--- src/flash_seq_params.svh ---
// Purpose: constants of the flash protect/write sequencer
// Assumes: 50 MHz system clock
// Notes: definitions only
`ifndef FLASH_SEQ_PARAMS_SVH
`define FLASH_SEQ_PARAMS_SVH

// ----------------------------------------
// register byte offsets
// ----------------------------------------
`define REG_CTRL 8'h00
`define REG_ADDR 8'h04
`define REG_WDATA 8'h08
`define REG_STATUS 8'h0c

// ----------------------------------------
// status register field positions
// ----------------------------------------
`define STS_SEQ_BUSY 0
`define STS_BOOT_DONE 1
`define STS_LOCK 2
`define STS_FLASH_LSB 8
`define STS_RDATA_LSB 16

// ----------------------------------------
// flash status byte bits
// ----------------------------------------
`define FLASH_BUSY_BIT 0
`define WRITE_LATCH_BIT 1
`define STATUS_LOCK_BIT 7

// ----------------------------------------
// flash opcodes
// ----------------------------------------
`define OPC_WRITE_ENABLE 8'h06
`define OPC_STATUS_READ 8'h05
`define OPC_STATUS_WRITE 8'h01
`define OPC_PAGE_PROGRAM 8'h02
`define OPC_SECTOR_ERASE 8'h20
`define OPC_CHIP_ERASE 8'hc7
`define OPC_FAST_READ 8'h0b
`define STATUS_CLEAR_VALUE 8'h00
`define DUMMY_BYTE 8'h00

// ----------------------------------------
// timing
// ----------------------------------------
`define CLK_MHZ 50
`define T_DESELECT_NS 200
`define DESELECT_CYC (((`T_DESELECT_NS * `CLK_MHZ) + 999) / 1000)
`define SCK_HALF_CYC 3
`define BYTE_LAST_BIT 7

// ----------------------------------------
// last byte index of each frame
// ----------------------------------------
`define FRAME_LAST_CMD 0
`define FRAME_LAST_STATUS 1
`define FRAME_LAST_SECT 3
`define FRAME_LAST_PROG 4
`define FRAME_LAST_READ 5

`endif

--- src/flash_seq_pkg.sv ---
// Purpose: types of the flash protect/write sequencer
// Assumes: nothing
// Notes: constants live in flash_seq_params.svh
package flash_seq_pkg;

	// ----------------------------------------
	// sequencer states, one-hot
	// ----------------------------------------
	typedef enum logic [4:0] {
		ST_IDLE = 5'h01,
		ST_WRITE_ENABLE = 5'h02,
		ST_POLL_LATCH = 5'h04,
		ST_MAIN = 5'h08,
		ST_POLL_BUSY = 5'h10
	} seq_state_t;

	// ----------------------------------------
	// operations
	// ----------------------------------------
	typedef enum logic [2:0] {
		OP_NONE = 3'h0,
		OP_PROG = 3'h1,
		OP_SECT = 3'h2,
		OP_CHIP = 3'h3,
		OP_READ = 3'h4,
		OP_CLRPROT = 3'h5
	} flash_op_t;

	// ----------------------------------------
	// state of the byte shifter
	// ----------------------------------------
	typedef struct packed {
		logic active;
		logic sck;
		logic done;
		logic [3:0] half_cnt;
		logic [2:0] bit_cnt;
		logic [7:0] sh;
		logic [7:0] rx;
	} shifter_state_t;

	// ----------------------------------------
	// state of the sequencer
	// ----------------------------------------
	typedef struct packed {
		seq_state_t state;
		flash_op_t op;
		logic boot_done;
		logic cs_n;
		logic frame_on;
		logic gap;
		logic [7:0] gap_cnt;
		logic [2:0] byte_idx;
		logic start;
		logic ack;
		logic [31:0] rdata;
		logic [23:0] addr;
		logic [7:0] wdata;
		logic [7:0] fstat;
		logic [7:0] rd_byte;
	} seq_reg_t;

endpackage

--- src/bit_sync.sv ---
// Purpose: two-flop synchroniser for one pin input
// Assumes: input is asynchronous to clk_i
// Notes: first flop feeds only the second
`timescale 1ns/1ns
`default_nettype none

module bit_sync (
	// clock and reset
	input wire logic clk_i,
	input wire logic rst_i,
	// data
	input wire logic d_i,
	output logic q_o
);

	logic [1:0] sync_reg;
	logic [1:0] sync_next;

	always_comb begin
		sync_next = {sync_reg[0], d_i};
	end

	always_ff @(posedge clk_i) begin
		if (rst_i) begin
			sync_reg <= 2'h0;
		end else begin
			sync_reg <= sync_next;
		end
	end

	assign q_o = sync_reg[1];

endmodule

`default_nettype wire

--- src/spi_byte_shifter.sv ---
// Purpose: one-byte full-duplex exchange, single line each way
// Assumes: miso_i already synchronised
// Notes: msb first, sck idles low
`timescale 1ns/1ns
`default_nettype none

`include "flash_seq_params.svh"

module spi_byte_shifter #(
	parameter logic [3:0] HALF = 4'(`SCK_HALF_CYC)
) (
	// clock and reset
	input wire logic clk_i,
	input wire logic rst_i,
	// byte request
	input wire logic start_i,
	input wire logic [7:0] tx_i,
	output logic done_o,
	output logic [7:0] rx_o,
	// serial pins
	output logic sck_o,
	output logic mosi_o,
	input wire logic miso_i
);

	flash_seq_pkg::shifter_state_t s_reg;
	flash_seq_pkg::shifter_state_t s_next;

	always_comb begin
		s_next = s_reg;
		s_next.done = 1'b0;
		if (start_i && !s_reg.active) begin
			s_next.active = 1'b1;
			s_next.sck = 1'b0;
			s_next.sh = tx_i;
			s_next.half_cnt = 4'h0;
			s_next.bit_cnt = 3'h0;
		end else if (s_reg.active) begin
			if (s_reg.half_cnt == HALF - 4'h1) begin
				s_next.half_cnt = 4'h0;
				if (!s_reg.sck) begin
					s_next.sck = 1'b1;
				end else begin
					s_next.sck = 1'b0;
					s_next.rx = {s_reg.rx[6:0], miso_i};
					if (s_reg.bit_cnt == 3'(`BYTE_LAST_BIT)) begin
						s_next.active = 1'b0;
						s_next.done = 1'b1;
					end else begin
						s_next.bit_cnt = s_reg.bit_cnt + 3'h1;
						s_next.sh = {s_reg.sh[6:0], 1'b0};
					end
				end
			end else begin
				s_next.half_cnt = s_reg.half_cnt + 4'h1;
			end
		end
	end

	always_ff @(posedge clk_i) begin
		if (rst_i) begin
			s_reg <= '0;
		end else begin
			s_reg <= s_next;
		end
	end

	assign done_o = s_reg.done;
	assign rx_o = s_reg.rx;
	assign sck_o = s_reg.sck;
	assign mosi_o = s_reg.sh[7];

endmodule

`default_nettype wire

--- src/spi_flash_protect_write_sequencer.sv ---
// Purpose: serial flash command sequencer with boot-time unprotect
// Assumes: classic wishbone slave, 50 MHz clock
// Notes: one status byte only; one data byte per program or read
//
// Our own choices: the Wishbone interface to the registers and the register offsets.
`timescale 1ns/1ns
`default_nettype none

`include "flash_seq_params.svh"

// Function
// - the flash link uses one data line each way in mode 0, clock idle low and sampled on the rising edge.
// - bit 0 of the flash status byte is read as the busy flag.
// - bit 1 of the flash status byte is read as the write-enable latch.
// - bit 7 of the flash status byte is read as the lock flag of the status register itself.
// - status read and status write frames carry exactly one status byte, never an expansion byte.
// - the sequencer always assumes protection is on at power-up and always runs the clearing sequence at boot.
// - at boot it sends write-enable and then status reads until the write-enable latch reads set.
// - with the latch seen set at boot it sends a status write of eight zero bits.
// - before each program or erase it sends write-enable and polls status until the latch is set.
// - the program or erase command goes out only after a status read showed the latch set.
module spi_flash_protect_write_sequencer (
	// clock and reset
	input wire logic clk_i,
	input wire logic rst_i,
	// wishbone slave
	input wire logic wb_cyc_i,
	input wire logic wb_stb_i,
	input wire logic wb_we_i,
	input wire logic [7:0] wb_adr_i,
	input wire logic [3:0] wb_sel_i,
	input wire logic [31:0] wb_dat_i,
	output logic [31:0] wb_dat_o,
	output logic wb_ack_o,
	// serial flash
	output logic flash_sck_o,
	output logic flash_mosi_o,
	output logic flash_cs_n_o,
	input wire logic flash_miso_i,
	// status
	output logic boot_done_o
);

	flash_seq_pkg::seq_reg_t r_reg;
	flash_seq_pkg::seq_reg_t r_next;
	logic miso_sync;
	logic sh_done;
	logic [7:0] sh_rx;
	logic [7:0] tx_byte;
	logic [31:0] addr_merged;
	logic [31:0] wdata_merged;

	// ----------------------------------------
	// helpers
	// ----------------------------------------
	function automatic logic seq_busy(input flash_seq_pkg::seq_state_t st, input logic gap);
		return (st != flash_seq_pkg::ST_IDLE) || gap;
	endfunction

	function automatic logic op_startable(input logic [2:0] code);
		return (code >= 3'(flash_seq_pkg::OP_PROG)) && (code <= 3'(flash_seq_pkg::OP_READ));
	endfunction

	function automatic logic [2:0] last_idx(input flash_seq_pkg::seq_state_t st, input flash_seq_pkg::flash_op_t op);
		logic [2:0] n;
		n = 3'(`FRAME_LAST_CMD);
		case (st)
			flash_seq_pkg::ST_WRITE_ENABLE: begin
				n = 3'(`FRAME_LAST_CMD);
			end
			flash_seq_pkg::ST_POLL_LATCH, flash_seq_pkg::ST_POLL_BUSY: begin
				n = 3'(`FRAME_LAST_STATUS);
			end
			flash_seq_pkg::ST_MAIN: begin
				case (op)
					flash_seq_pkg::OP_CLRPROT: n = 3'(`FRAME_LAST_STATUS);
					flash_seq_pkg::OP_PROG: n = 3'(`FRAME_LAST_PROG);
					flash_seq_pkg::OP_SECT: n = 3'(`FRAME_LAST_SECT);
					flash_seq_pkg::OP_READ: n = 3'(`FRAME_LAST_READ);
					default: n = 3'(`FRAME_LAST_CMD);
				endcase
			end
			default: begin
				n = 3'(`FRAME_LAST_CMD);
			end
		endcase
		return n;
	endfunction

	function automatic logic [7:0] frame_byte(input flash_seq_pkg::seq_state_t st, input flash_seq_pkg::flash_op_t op,
		input logic [2:0] idx, input logic [23:0] a, input logic [7:0] d);
		logic [7:0] b;
		b = `DUMMY_BYTE;
		case (st)
			flash_seq_pkg::ST_WRITE_ENABLE: begin
				b = `OPC_WRITE_ENABLE;
			end
			flash_seq_pkg::ST_POLL_LATCH, flash_seq_pkg::ST_POLL_BUSY: begin
				b = (idx == 3'h0) ? `OPC_STATUS_READ : `DUMMY_BYTE;
			end
			flash_seq_pkg::ST_MAIN: begin
				case (idx)
					3'h0: begin
						case (op)
							flash_seq_pkg::OP_CLRPROT: b = `OPC_STATUS_WRITE;
							flash_seq_pkg::OP_PROG: b = `OPC_PAGE_PROGRAM;
							flash_seq_pkg::OP_SECT: b = `OPC_SECTOR_ERASE;
							flash_seq_pkg::OP_CHIP: b = `OPC_CHIP_ERASE;
							flash_seq_pkg::OP_READ: b = `OPC_FAST_READ;
							default: b = `DUMMY_BYTE;
						endcase
					end
					3'h1: b = (op == flash_seq_pkg::OP_CLRPROT) ? `STATUS_CLEAR_VALUE : a[23:16];
					3'h2: b = a[15:8];
					3'h3: b = a[7:0];
					3'h4: b = (op == flash_seq_pkg::OP_PROG) ? d : `DUMMY_BYTE;
					default: b = `DUMMY_BYTE;
				endcase
			end
			default: begin
				b = `DUMMY_BYTE;
			end
		endcase
		return b;
	endfunction

	// ----------------------------------------
	// byte-lane merge
	// ----------------------------------------
	function automatic logic [31:0] merge(input logic [31:0] old, input logic [31:0] d, input logic [3:0] sel);
		logic [31:0] m;
		m = old;
		for (int i = 0; i < 4; i++) begin
			if (sel[i]) begin
				m[i*8 +: 8] = d[i*8 +: 8];
			end
		end
		return m;
	endfunction

	// ----------------------------------------
	// sub-blocks
	// ----------------------------------------
	bit_sync u_bit_sync (
		.clk_i(clk_i),
		.rst_i(rst_i),
		.d_i(flash_miso_i),
		.q_o(miso_sync)
	);

	assign tx_byte = frame_byte(r_reg.state, r_reg.op, r_reg.byte_idx, r_reg.addr, r_reg.wdata);

	spi_byte_shifter u_spi_byte_shifter (
		.clk_i(clk_i),
		.rst_i(rst_i),
		.start_i(r_reg.start),
		.tx_i(tx_byte),
		.done_o(sh_done),
		.rx_o(sh_rx),
		.sck_o(flash_sck_o),
		.mosi_o(flash_mosi_o),
		.miso_i(miso_sync)
	);

	assign addr_merged = merge({8'h00, r_reg.addr}, wb_dat_i, wb_sel_i);
	assign wdata_merged = merge({24'h000000, r_reg.wdata}, wb_dat_i, wb_sel_i);

	// ----------------------------------------
	// next state
	// ----------------------------------------
	always_comb begin
		r_next = r_reg;
		r_next.start = 1'b0;
		r_next.ack = 1'b0;

		// ----------------------------------------
		// bus access
		// ----------------------------------------
		if (wb_cyc_i && wb_stb_i && !r_reg.ack) begin
			r_next.ack = 1'b1;
			r_next.rdata = 32'h00000000;
			if (wb_we_i) begin
				case (wb_adr_i)
					`REG_CTRL: begin
						if (wb_sel_i[0] && r_reg.boot_done && !seq_busy(r_reg.state, r_reg.gap)
							&& op_startable(wb_dat_i[2:0])) begin
							r_next.op = flash_seq_pkg::flash_op_t'(wb_dat_i[2:0]);
							r_next.state = (wb_dat_i[2:0] == 3'(flash_seq_pkg::OP_READ)) ? flash_seq_pkg::ST_MAIN
								: flash_seq_pkg::ST_WRITE_ENABLE;
							r_next.gap = 1'b1;
							r_next.gap_cnt = 8'(`DESELECT_CYC);
						end
					end
					`REG_ADDR: r_next.addr = addr_merged[23:0];
					`REG_WDATA: r_next.wdata = wdata_merged[7:0];
					default: r_next.addr = r_reg.addr;
				endcase
			end else begin
				case (wb_adr_i)
					`REG_CTRL: r_next.rdata = {29'h00000000, r_reg.op};
					`REG_ADDR: r_next.rdata = {8'h00, r_reg.addr};
					`REG_WDATA: r_next.rdata = {24'h000000, r_reg.wdata};
					`REG_STATUS: begin
						r_next.rdata[`STS_SEQ_BUSY] = seq_busy(r_reg.state, r_reg.gap);
						r_next.rdata[`STS_BOOT_DONE] = r_reg.boot_done;
						r_next.rdata[`STS_LOCK] = r_reg.fstat[`STATUS_LOCK_BIT];
						r_next.rdata[`STS_FLASH_LSB +: 8] = r_reg.fstat;
						r_next.rdata[`STS_RDATA_LSB +: 8] = r_reg.rd_byte;
					end
					default: r_next.rdata = 32'h00000000;
				endcase
			end
		end

		// ----------------------------------------
		// chip-select high time, then frame open
		// ----------------------------------------
		if (r_reg.gap) begin
			if (r_reg.gap_cnt == 8'h00) begin
				r_next.gap = 1'b0;
				if (r_reg.state != flash_seq_pkg::ST_IDLE) begin
					r_next.cs_n = 1'b0;
					r_next.frame_on = 1'b1;
					r_next.byte_idx = 3'h0;
					r_next.start = 1'b1;
				end
			end else begin
				r_next.gap_cnt = r_reg.gap_cnt - 8'h01;
			end
		end

		// ----------------------------------------
		// byte finished
		// ----------------------------------------
		if (r_reg.frame_on && sh_done) begin
			if (r_reg.state == flash_seq_pkg::ST_MAIN && r_reg.op == flash_seq_pkg::OP_READ
				&& r_reg.byte_idx == 3'(`FRAME_LAST_READ)) begin
				r_next.rd_byte = sh_rx;
			end
			if (r_reg.byte_idx == last_idx(r_reg.state, r_reg.op)) begin
				r_next.cs_n = 1'b1;
				r_next.frame_on = 1'b0;
				r_next.gap = 1'b1;
				r_next.gap_cnt = 8'(`DESELECT_CYC);
				case (r_reg.state)
					flash_seq_pkg::ST_WRITE_ENABLE: begin
						r_next.state = flash_seq_pkg::ST_POLL_LATCH;
					end
					flash_seq_pkg::ST_POLL_LATCH: begin
						r_next.fstat = sh_rx;
						if (sh_rx[`WRITE_LATCH_BIT]) begin
							r_next.state = flash_seq_pkg::ST_MAIN;
						end
					end
					flash_seq_pkg::ST_MAIN: begin
						r_next.state = (r_reg.op == flash_seq_pkg::OP_READ) ? flash_seq_pkg::ST_IDLE
							: flash_seq_pkg::ST_POLL_BUSY;
					end
					flash_seq_pkg::ST_POLL_BUSY: begin
						r_next.fstat = sh_rx;
						if (!sh_rx[`FLASH_BUSY_BIT]) begin
							r_next.state = flash_seq_pkg::ST_IDLE;
							if (r_reg.op == flash_seq_pkg::OP_CLRPROT) begin
								r_next.boot_done = 1'b1;
							end
						end
					end
					default: begin
						r_next.state = flash_seq_pkg::ST_IDLE;
					end
				endcase
			end else begin
				r_next.byte_idx = r_reg.byte_idx + 3'h1;
				r_next.start = 1'b1;
			end
		end
	end

	// ----------------------------------------
	// registers
	// ----------------------------------------
	always_ff @(posedge clk_i) begin
		if (rst_i) begin
			r_reg <= '0;
			r_reg.state <= flash_seq_pkg::ST_WRITE_ENABLE;
			r_reg.op <= flash_seq_pkg::OP_CLRPROT;
			r_reg.cs_n <= 1'b1;
			r_reg.gap <= 1'b1;
			r_reg.gap_cnt <= 8'(`DESELECT_CYC);
		end else begin
			r_reg <= r_next;
		end
	end

	// ----------------------------------------
	// outputs
	// ----------------------------------------
	assign wb_dat_o = r_reg.rdata;
	assign wb_ack_o = r_reg.ack;
	assign flash_cs_n_o = r_reg.cs_n;
	assign boot_done_o = r_reg.boot_done;

endmodule

`default_nettype wire

--- config.mk ---
export PLATFORM = sky130hd
export DESIGN_NAME = spi_flash_protect_write_sequencer
export DESIGN_NICKNAME = d
export VERILOG_FILES = /design/src/flash_seq_pkg.sv /design/src/bit_sync.sv /design/src/spi_byte_shifter.sv /design/src/spi_flash_protect_write_sequencer.sv
export VERILOG_INCLUDE_DIRS = /design/src /design/src/src
export SDC_FILE = /design/constraint.sdc
export NUM_CORES = 1
export LEC_CHECK = 0
export BUFFER_PORTS_ARGS = -buffer_cell sky130_fd_sc_hd__buf_2
export CORE_ASPECT_RATIO = 1.2
export CORE_UTILIZATION = 50
export CTS_CLUSTER_SIZE = 24
export DETAILED_ROUTE_END_ITERATION = 8
export GPL_TIMING_DRIVEN = 0
export PLACE_DENSITY = 0.72
export SETUP_SLACK_MARGIN = 0.2
export SYNTH_ARGS = -nofsm -noshare
export SYNTH_HDL_FRONTEND = slang
export SYNTH_SLANG_ARGS = --single-unit
--- constraint.sdc ---
create_clock -name clk_i -period 4.85 [get_ports clk_i]
set_clock_uncertainty 0.2 [all_clocks]
set_input_delay 0.2425 -clock clk_i [delete_from_list [all_inputs] [get_ports clk_i]]
set_output_delay 0.2425 -clock clk_i [all_outputs]
set_load 0.005 [all_outputs]
==> results of run 1 <==
## cell families after synthesis
kind of cell             count (synthesis)  share of synthesized area
AND/OR/NAND/NOR                        269                      0.213
AO/OA/AOI/OAI                          146                      0.175
flip-flops                             125                      0.419
buffers and inverters                   88                     0.0790
multiplexers                            48                     0.0869
adder cells (fa/ha/maj)                  9                     0.0184
XOR/XNOR                                 6                    0.00880
other                                    1                   0.000628
## what timing repair did
item                                   CTS  global route
buffers inserted                         0             0
endpoints found under the hold margin   36             0
hold buffers                            25             0
## worst max-delay path, stage by stage (launching register included)
cell	delay [ns]
dfxtp_1	0.31
clkbuf_1	0.22
nor3_1	0.35
or4b_1	0.55
nor4_2	0.73
and2_1	0.25
nor2_1	0.05
o31ai_1	0.19
## cell type report
cell class                      instances  share of cell area
Inverter                               12             0.00610
Multi-Input combinational cell        486               0.409
Clock inverter                         10              0.0188
Sequential cell                       125               0.339
Timing Repair Buffer                   93              0.0799
Clock buffer                           22              0.0628
Buffer                                 76              0.0577
Tap cell                              157              0.0266
## worst max-delay path by stage
stage	end	slack (ns)	cells after the start
after floorplan	r_reg[15]$_SDFFE_PP0P_	2.17	8
after global placement	r_reg[102]$_SDFF_PP0_	1.97	8
after detailed placement	r_reg[40]$_SDFFE_PP0P_	1.93	7
after CTS	r_reg[103]$_SDFF_PP0_	1.94	7
after global routing	r_reg[90]$_SDFF_PP0_	1.71	7
final	r_reg[103]$_SDFF_PP0_	1.90	7
## power by group
part | switching [mW] | internal (mW) | leakage (nW)
registers | 0.0124 | 1.04 | 1.01
clock network | 0.458 | 0.834 | 0.294
logic | 0.0791 | 0.0635 | 1.85
## cell usage in the layout (no fill, tap or decap), types with 13 or more instances in the layout
cell,n
buf_4,33
o21ai_0,13
a22oi_1,18
buf_2,70
a21oi_1,41
mux2i_1,44
a22o_1,21
dlygate4sd3_1,25
nor2_1,103
clkbuf_16,17
clkbuf_1,41
nand2_1,70
nand3_1,20
dfxtp_1,125
## layer usage
metal / global-route usage / wire length, um / vias to the layer above
met2: 0.465 / 8070 / 200
met5: 0 / 0 / -
met4: 0.130 / 503 / 0
li1: - / - / 2661
met3: 0.0511 / 800 / 42
met1: 0.320 / 6630 / 2635
## through the flow
stage	std cells	area, sq um	util	power, mW
final	981	7390	0.636	2.49
after global routing	981	7390	0.636	2.57
after CTS	981	7390	0.636	2.49
after detailed placement	924	6540	0.562	1.20
after global placement	924	6540	0.562	1.20
after floorplan	699	6000	-	1.16
==> flow_metrics.env, run 1 <==
export IMPL_reg2reg_from="r_reg[102]$_SDFF_PP0_"
export IMPL_clk_pin_slew_ns=0.05
export IMPL_fillers=994
export IMPL_num_vias=5538
export IMPL_drtPass1Iterations=5
export IMPL_outcome="complete, no violations"
export IMPL_worstHoldPathCells=4
export IMPL_yosys_top_cells_area="dfxtp_1, mux2i_1, nor2_1"
export IMPL_worstSetupEndpointType="flop"
export IMPL_cts_tree="built"
export IMPL_synth_warnings=0
export IMPL_ys_seq_elements=125
export IMPL_seqCellArea_sq_um=2500
export IMPL_netlist_area_sq_um=5970
export IMPL_track_usage=0.270
export IMPL_fin_setup_tns_ns=0
export IMPL_clock_latency_ns=0.41
export IMPL_clockRootBuffer="clkbuf_16"
export IMPL_synth_top_area_cell="dfxtp_1"
export IMPL_synth_top_area_frac=0.419
export IMPL_cp_arrival_ns=3.07
export IMPL_hold_viol=0
export IMPL_start_kind="flop"
export IMPL_rsz0062_at_grt="false"
export IMPL_synth_most_common_cell="dfxtp_1"
export IMPL_fin_hold_ws_ns=0.0412
export IMPL_avgRoutedWirePerCell_um=16.3
export IMPL_holdPathEnd="wb_dat_o[2]$_SDFFE_PP0P_"
export IMPL_io_pins=87
export IMPL_post_route_period_util=0.607
export IMPL_vdd_drop_max_v=0.000239
export IMPL_r2r_end="r_reg[103]$_SDFF_PP0_"
export IMPL_port_buffers=68
export IMPL_routabilityCongestion=0.868
export IMPL_reg2reg_depth=7
export IMPL_drive_gt1_frac=0.180
export IMPL_postRouteWirelength_um=16000
export IMPL_synth_common_cells="dfxtp_1, nor2_1, nand2_1, mux2i_1, a21oi_1"
export IMPL_reg2reg_slack_ns=1.90
export IMPL_dp_hpwl_um=11400
export IMPL_clk_path_buf_depth=2
export IMPL_cts_sinks=125
export IMPL_grt_first_pass_wirelength_um=25500
export IMPL_n_antenna_cell=0
export IMPL_route_detailed_drc=0
export IMPL_coreArea_sq_um=11600
export IMPL_syn_avg_cell_area_sq_um=8.63
export IMPL_grt_ovfl_total=0
export IMPL_crit_start="r_reg[102]$_SDFF_PP0_"
export IMPL_start_util=0.514
export IMPL_crit_fanout=10
export IMPL_drv_cap=0
export IMPL_min_path_type="in -> reg"
export IMPL_ys_flop_type="dfxtp_1"
export IMPL_setup_violations_final=0
export IMPL_die_area_sq_um=12400
export IMPL_antenna_found_initial=0
export IMPL_final_nets=869
export IMPL_yosysUniqueCellTypes=70
export IMPL_synth_edf_count=0
export IMPL_post_route_min_period_ns=2.95
export IMPL_power_density_nw_per_um2=337
export IMPL_ctsResizeCount=0
export IMPL_fmax_ghz=0.340
export IMPL_grt_pass1_vias=5201
export IMPL_ys_seq_area_frac=0.419
export IMPL_drv_slew=0
export IMPL_std_cell_rows=43
export IMPL_p_leak_nw=3.15
export IMPL_drtIter0Drc=331
export IMPL_grt_max_degree=17
export IMPL_cts_htree_levels=4
export IMPL_tightest_slew_ns=1.04
export IMPL_syn2layout_area_growth_pct=23.7
export IMPL_syn_inst=692
export IMPL_dp_slack_ns=1.93
export IMPL_die_h_um=122
export IMPL_cts_made_buffers=17
export IMPL_critPathRequiredTime_ns=4.98
export IMPL_worstHoldStart="wb_we_i"
export IMPL_multiInputGateArea_sq_um=3020
export IMPL_async_flop_share=0
export IMPL_largest_reg_flops=70
export IMPL_antenna_left=0
export IMPL_via_per_inst=5.65
export IMPL_crit_type="reg -> reg"
export IMPL_setup_ws_ns=1.90
export IMPL_slew_headroom=0.303
export IMPL_dieWidth_um=102
Note: power is estimated with default switching activity, not from simulation.
==> inputs of run 2 (changes only) <==
Settings changed: PLACE_DENSITY 0.72 to 0.75.
Clock period 4.85 ns to 2.54 ns, I/O delays scaled along.
==> run 2 against run 1 <==
  * The flow now finishes with violations (negative setup slack)
  * Power rose by 110%
  * Critical path depth grew 1
  * Via count increased by 4.1%
  * Largest power group unchanged
  * Highest routed layer unchanged
==> flow_metrics.env, run 2 (synthesis gave the netlist of run 1 again) <==
export IMPL_outcome="complete, but fails checks"
export IMPL_violations="negative setup slack"
export IMPL_crit_fanout=8
export IMPL_routabilityCongestion=0.921
export IMPL_cts_sinks=125
export IMPL_grt_use_met2=0.491
export IMPL_fin_hold_ws_ns=0.0875
export IMPL_placedCellCount=924
export IMPL_hold_viol=0
export IMPL_track_usage=0.284
export IMPL_most_common_layout_cells="dfxtp_1, nor2_1, buf_2"
export IMPL_cp_slowest_cell="a2111o_1"
export IMPL_tightest_slew_ns=0.862
export IMPL_post_route_min_period_ns=2.65
export IMPL_post_route_period_util=1.04
export IMPL_final_cells=1004
export IMPL_num_vias=5767
export IMPL_route_detailed_drc=0
export IMPL_cp_top_family="simple AND/OR/NAND/NOR gates"
export IMPL_final_cell_area_sq_um=7950
export IMPL_std_cell_rows=43
export IMPL_dieWidth_um=102
export IMPL_die_area_sq_um=12400
export IMPL_drtPass1Iterations=6
export IMPL_pwr_share_seq=0.393
export IMPL_grt_first_pass_wirelength_um=26700
export IMPL_grt_busiest_layer="met2"
export IMPL_grt_max_degree=17
export IMPL_clk_pin_slew_ns=0.06
export IMPL_start_kind="flop"
export IMPL_clock_latency_ns=0.42
export IMPL_start_util=0.514
export IMPL_critPathBufInv=2
export IMPL_via_per_inst=5.74
export IMPL_cp_depth=8
export IMPL_syn2layout_area_growth_pct=33.1
export IMPL_critPathRequiredTime_ns=2.63
export IMPL_max_stage_delay_ns=0.41
export IMPL_coreArea_sq_um=11600
export IMPL_antenna_left=0
export IMPL_power_density_nw_per_um2=646
export IMPL_drive_gt1_frac=0.253
export IMPL_cts_tree="built"
export IMPL_cp_arrival_ns=2.74
export IMPL_crit_type="reg -> reg"
export IMPL_met3_usage=0.0643
export IMPL_n_antenna_cell=0
export IMPL_use_met1=0.313
export IMPL_crit_top_cell="buf_6"
export IMPL_min_path_type="in -> reg"
export IMPL_drtIter0Drc=408
export IMPL_rsz0062_at_grt="true"
export IMPL_largest_reg_flops=70
export IMPL_worstSetupEndpointType="flop"
export IMPL_power_mw=5.14
export IMPL_antenna_found_initial=0
export IMPL_crit_chain="buf_6 -> or3b_4 -> or4_1 -> a311o_1 -> a2111o_1 -> buf_6 -> mux2i_1 -> nor2_1"
export IMPL_setup_ws_ns=-0.111
export IMPL_slew_headroom=0.424
export IMPL_place_area_sq_um=6580
export IMPL_drv_cap=0
export IMPL_worstHoldPathCells=4
export IMPL_grt_pass1_vias=5519
export IMPL_final_common_cell="dfxtp_1"
export IMPL_vdd_drop_max_v=0.000458
export IMPL_reg2reg_depth=8
export IMPL_cts_made_buffers=17
export IMPL_cts_htree_levels=4
export IMPL_p_comb_frac=0.056
export IMPL_clockPowerShare=0.551
export IMPL_setup_violations_final=10
export IMPL_clockRootBuffer="clkbuf_16"
export IMPL_avgRoutedWirePerCell_um=17.2
export IMPL_p_leak_nw=3.43
export IMPL_postRouteWirelength_um=17200
export IMPL_port_buffers=68
export IMPL_dp_hpwl_um=11700
export IMPL_netSwitchingFraction=0.211
export IMPL_p_switching_mw=1.09
export IMPL_clk_path_buf_depth=2
export IMPL_die_h_um=122
export IMPL_final_nets=892
export IMPL_internal_power_mw=4.05
export IMPL_grt_ovfl_total=0
export IMPL_fmax_ghz=0.377
export IMPL_io_pins=87
export IMPL_fin_setup_tns_ns=-0.792
export IMPL_drv_slew=0
## run 2: per-stage QoR
| step | worst slack (ns) | utilization |
|---|---|---|
| 6_report | -0.111 | 0.684 |
| 5_1_grt | -0.163 | 0.684 |
| 4_1_cts | -0.147 | 0.672 |
| 3_5_place_dp | -0.317 | 0.566 |
| 3_3_place_gp | -0.273 | 0.566 |
| 2_1_floorplan | -0.0322 | - |
## run 2: layout make-up
cell class / count / area [sq um]
buffer: 76 / 477
clock buffer: 20 / 467
clock inverter: 12 / 229
fill: 888 / 3670
inverter: 12 / 50.0
multi-input combinational: 486 / 3210
sequential: 125 / 2510
tap: 157 / 196
timing repair buffer: 116 / 816
## run 2: worst register-to-register path, stage by stage, from the launching register on
cell	delay, ns
dfxtp_2	0.32
buf_6	0.10
or3b_4	0.38
or4_1	0.40
a311o_1	0.33
a2111o_1	0.41
buf_6	0.17
mux2i_1	0.17
nor2_1	0.06
## run 2: repair_timing
action	CTS	global route
pin swaps	12	11
endpoints found under the setup margin	52	69
hold buffers	29	1
setup buffers	12	6
gates resized for setup	35	33
hold endpoints to repair	48	1
## run 2: layer usage
metal / share of wire / vias to the layer above / routed length [um]
li1: - / 2718 / -
met1: 0.39 / 2711 / 6800
met2: 0.50 / 265 / 8540
met3: 0.057 / 73 / 981
met4: 0.053 / 0 / 914
met5: 0 / - / 0
## run 2: worst paths after layout
| check | slack, ns | to | from |
|---|---|---|---|
| worst min register to register | 0.24 | u_bit_sync.sync_reg[1]$_SDFF_PP0_ | u_bit_sync.sync_reg[0]$_SDFF_PP0_ |
| worst min-delay path | 0.09 | wb_dat_o[3]$_SDFFE_PP0P_ | wb_stb_i |
| worst max register to register | -0.11 | r_reg[13]$_SDFFE_PP0P_ | r_reg[103]$_SDFF_PP0_ |
| worst max-delay path | -0.11 | r_reg[13]$_SDFFE_PP0P_ | r_reg[103]$_SDFF_PP0_ |
## run 2: power groups by stage
stage	registers (mW)	logic [mW]	clock network (mW)
final	2.02	0.290	2.83
after global routing	2.02	0.322	2.94
after CTS	2.01	0.280	2.85
after detailed placement	2.06	0.243	0
after global placement	2.05	0.232	0
after floorplan	2.05	0.158	0
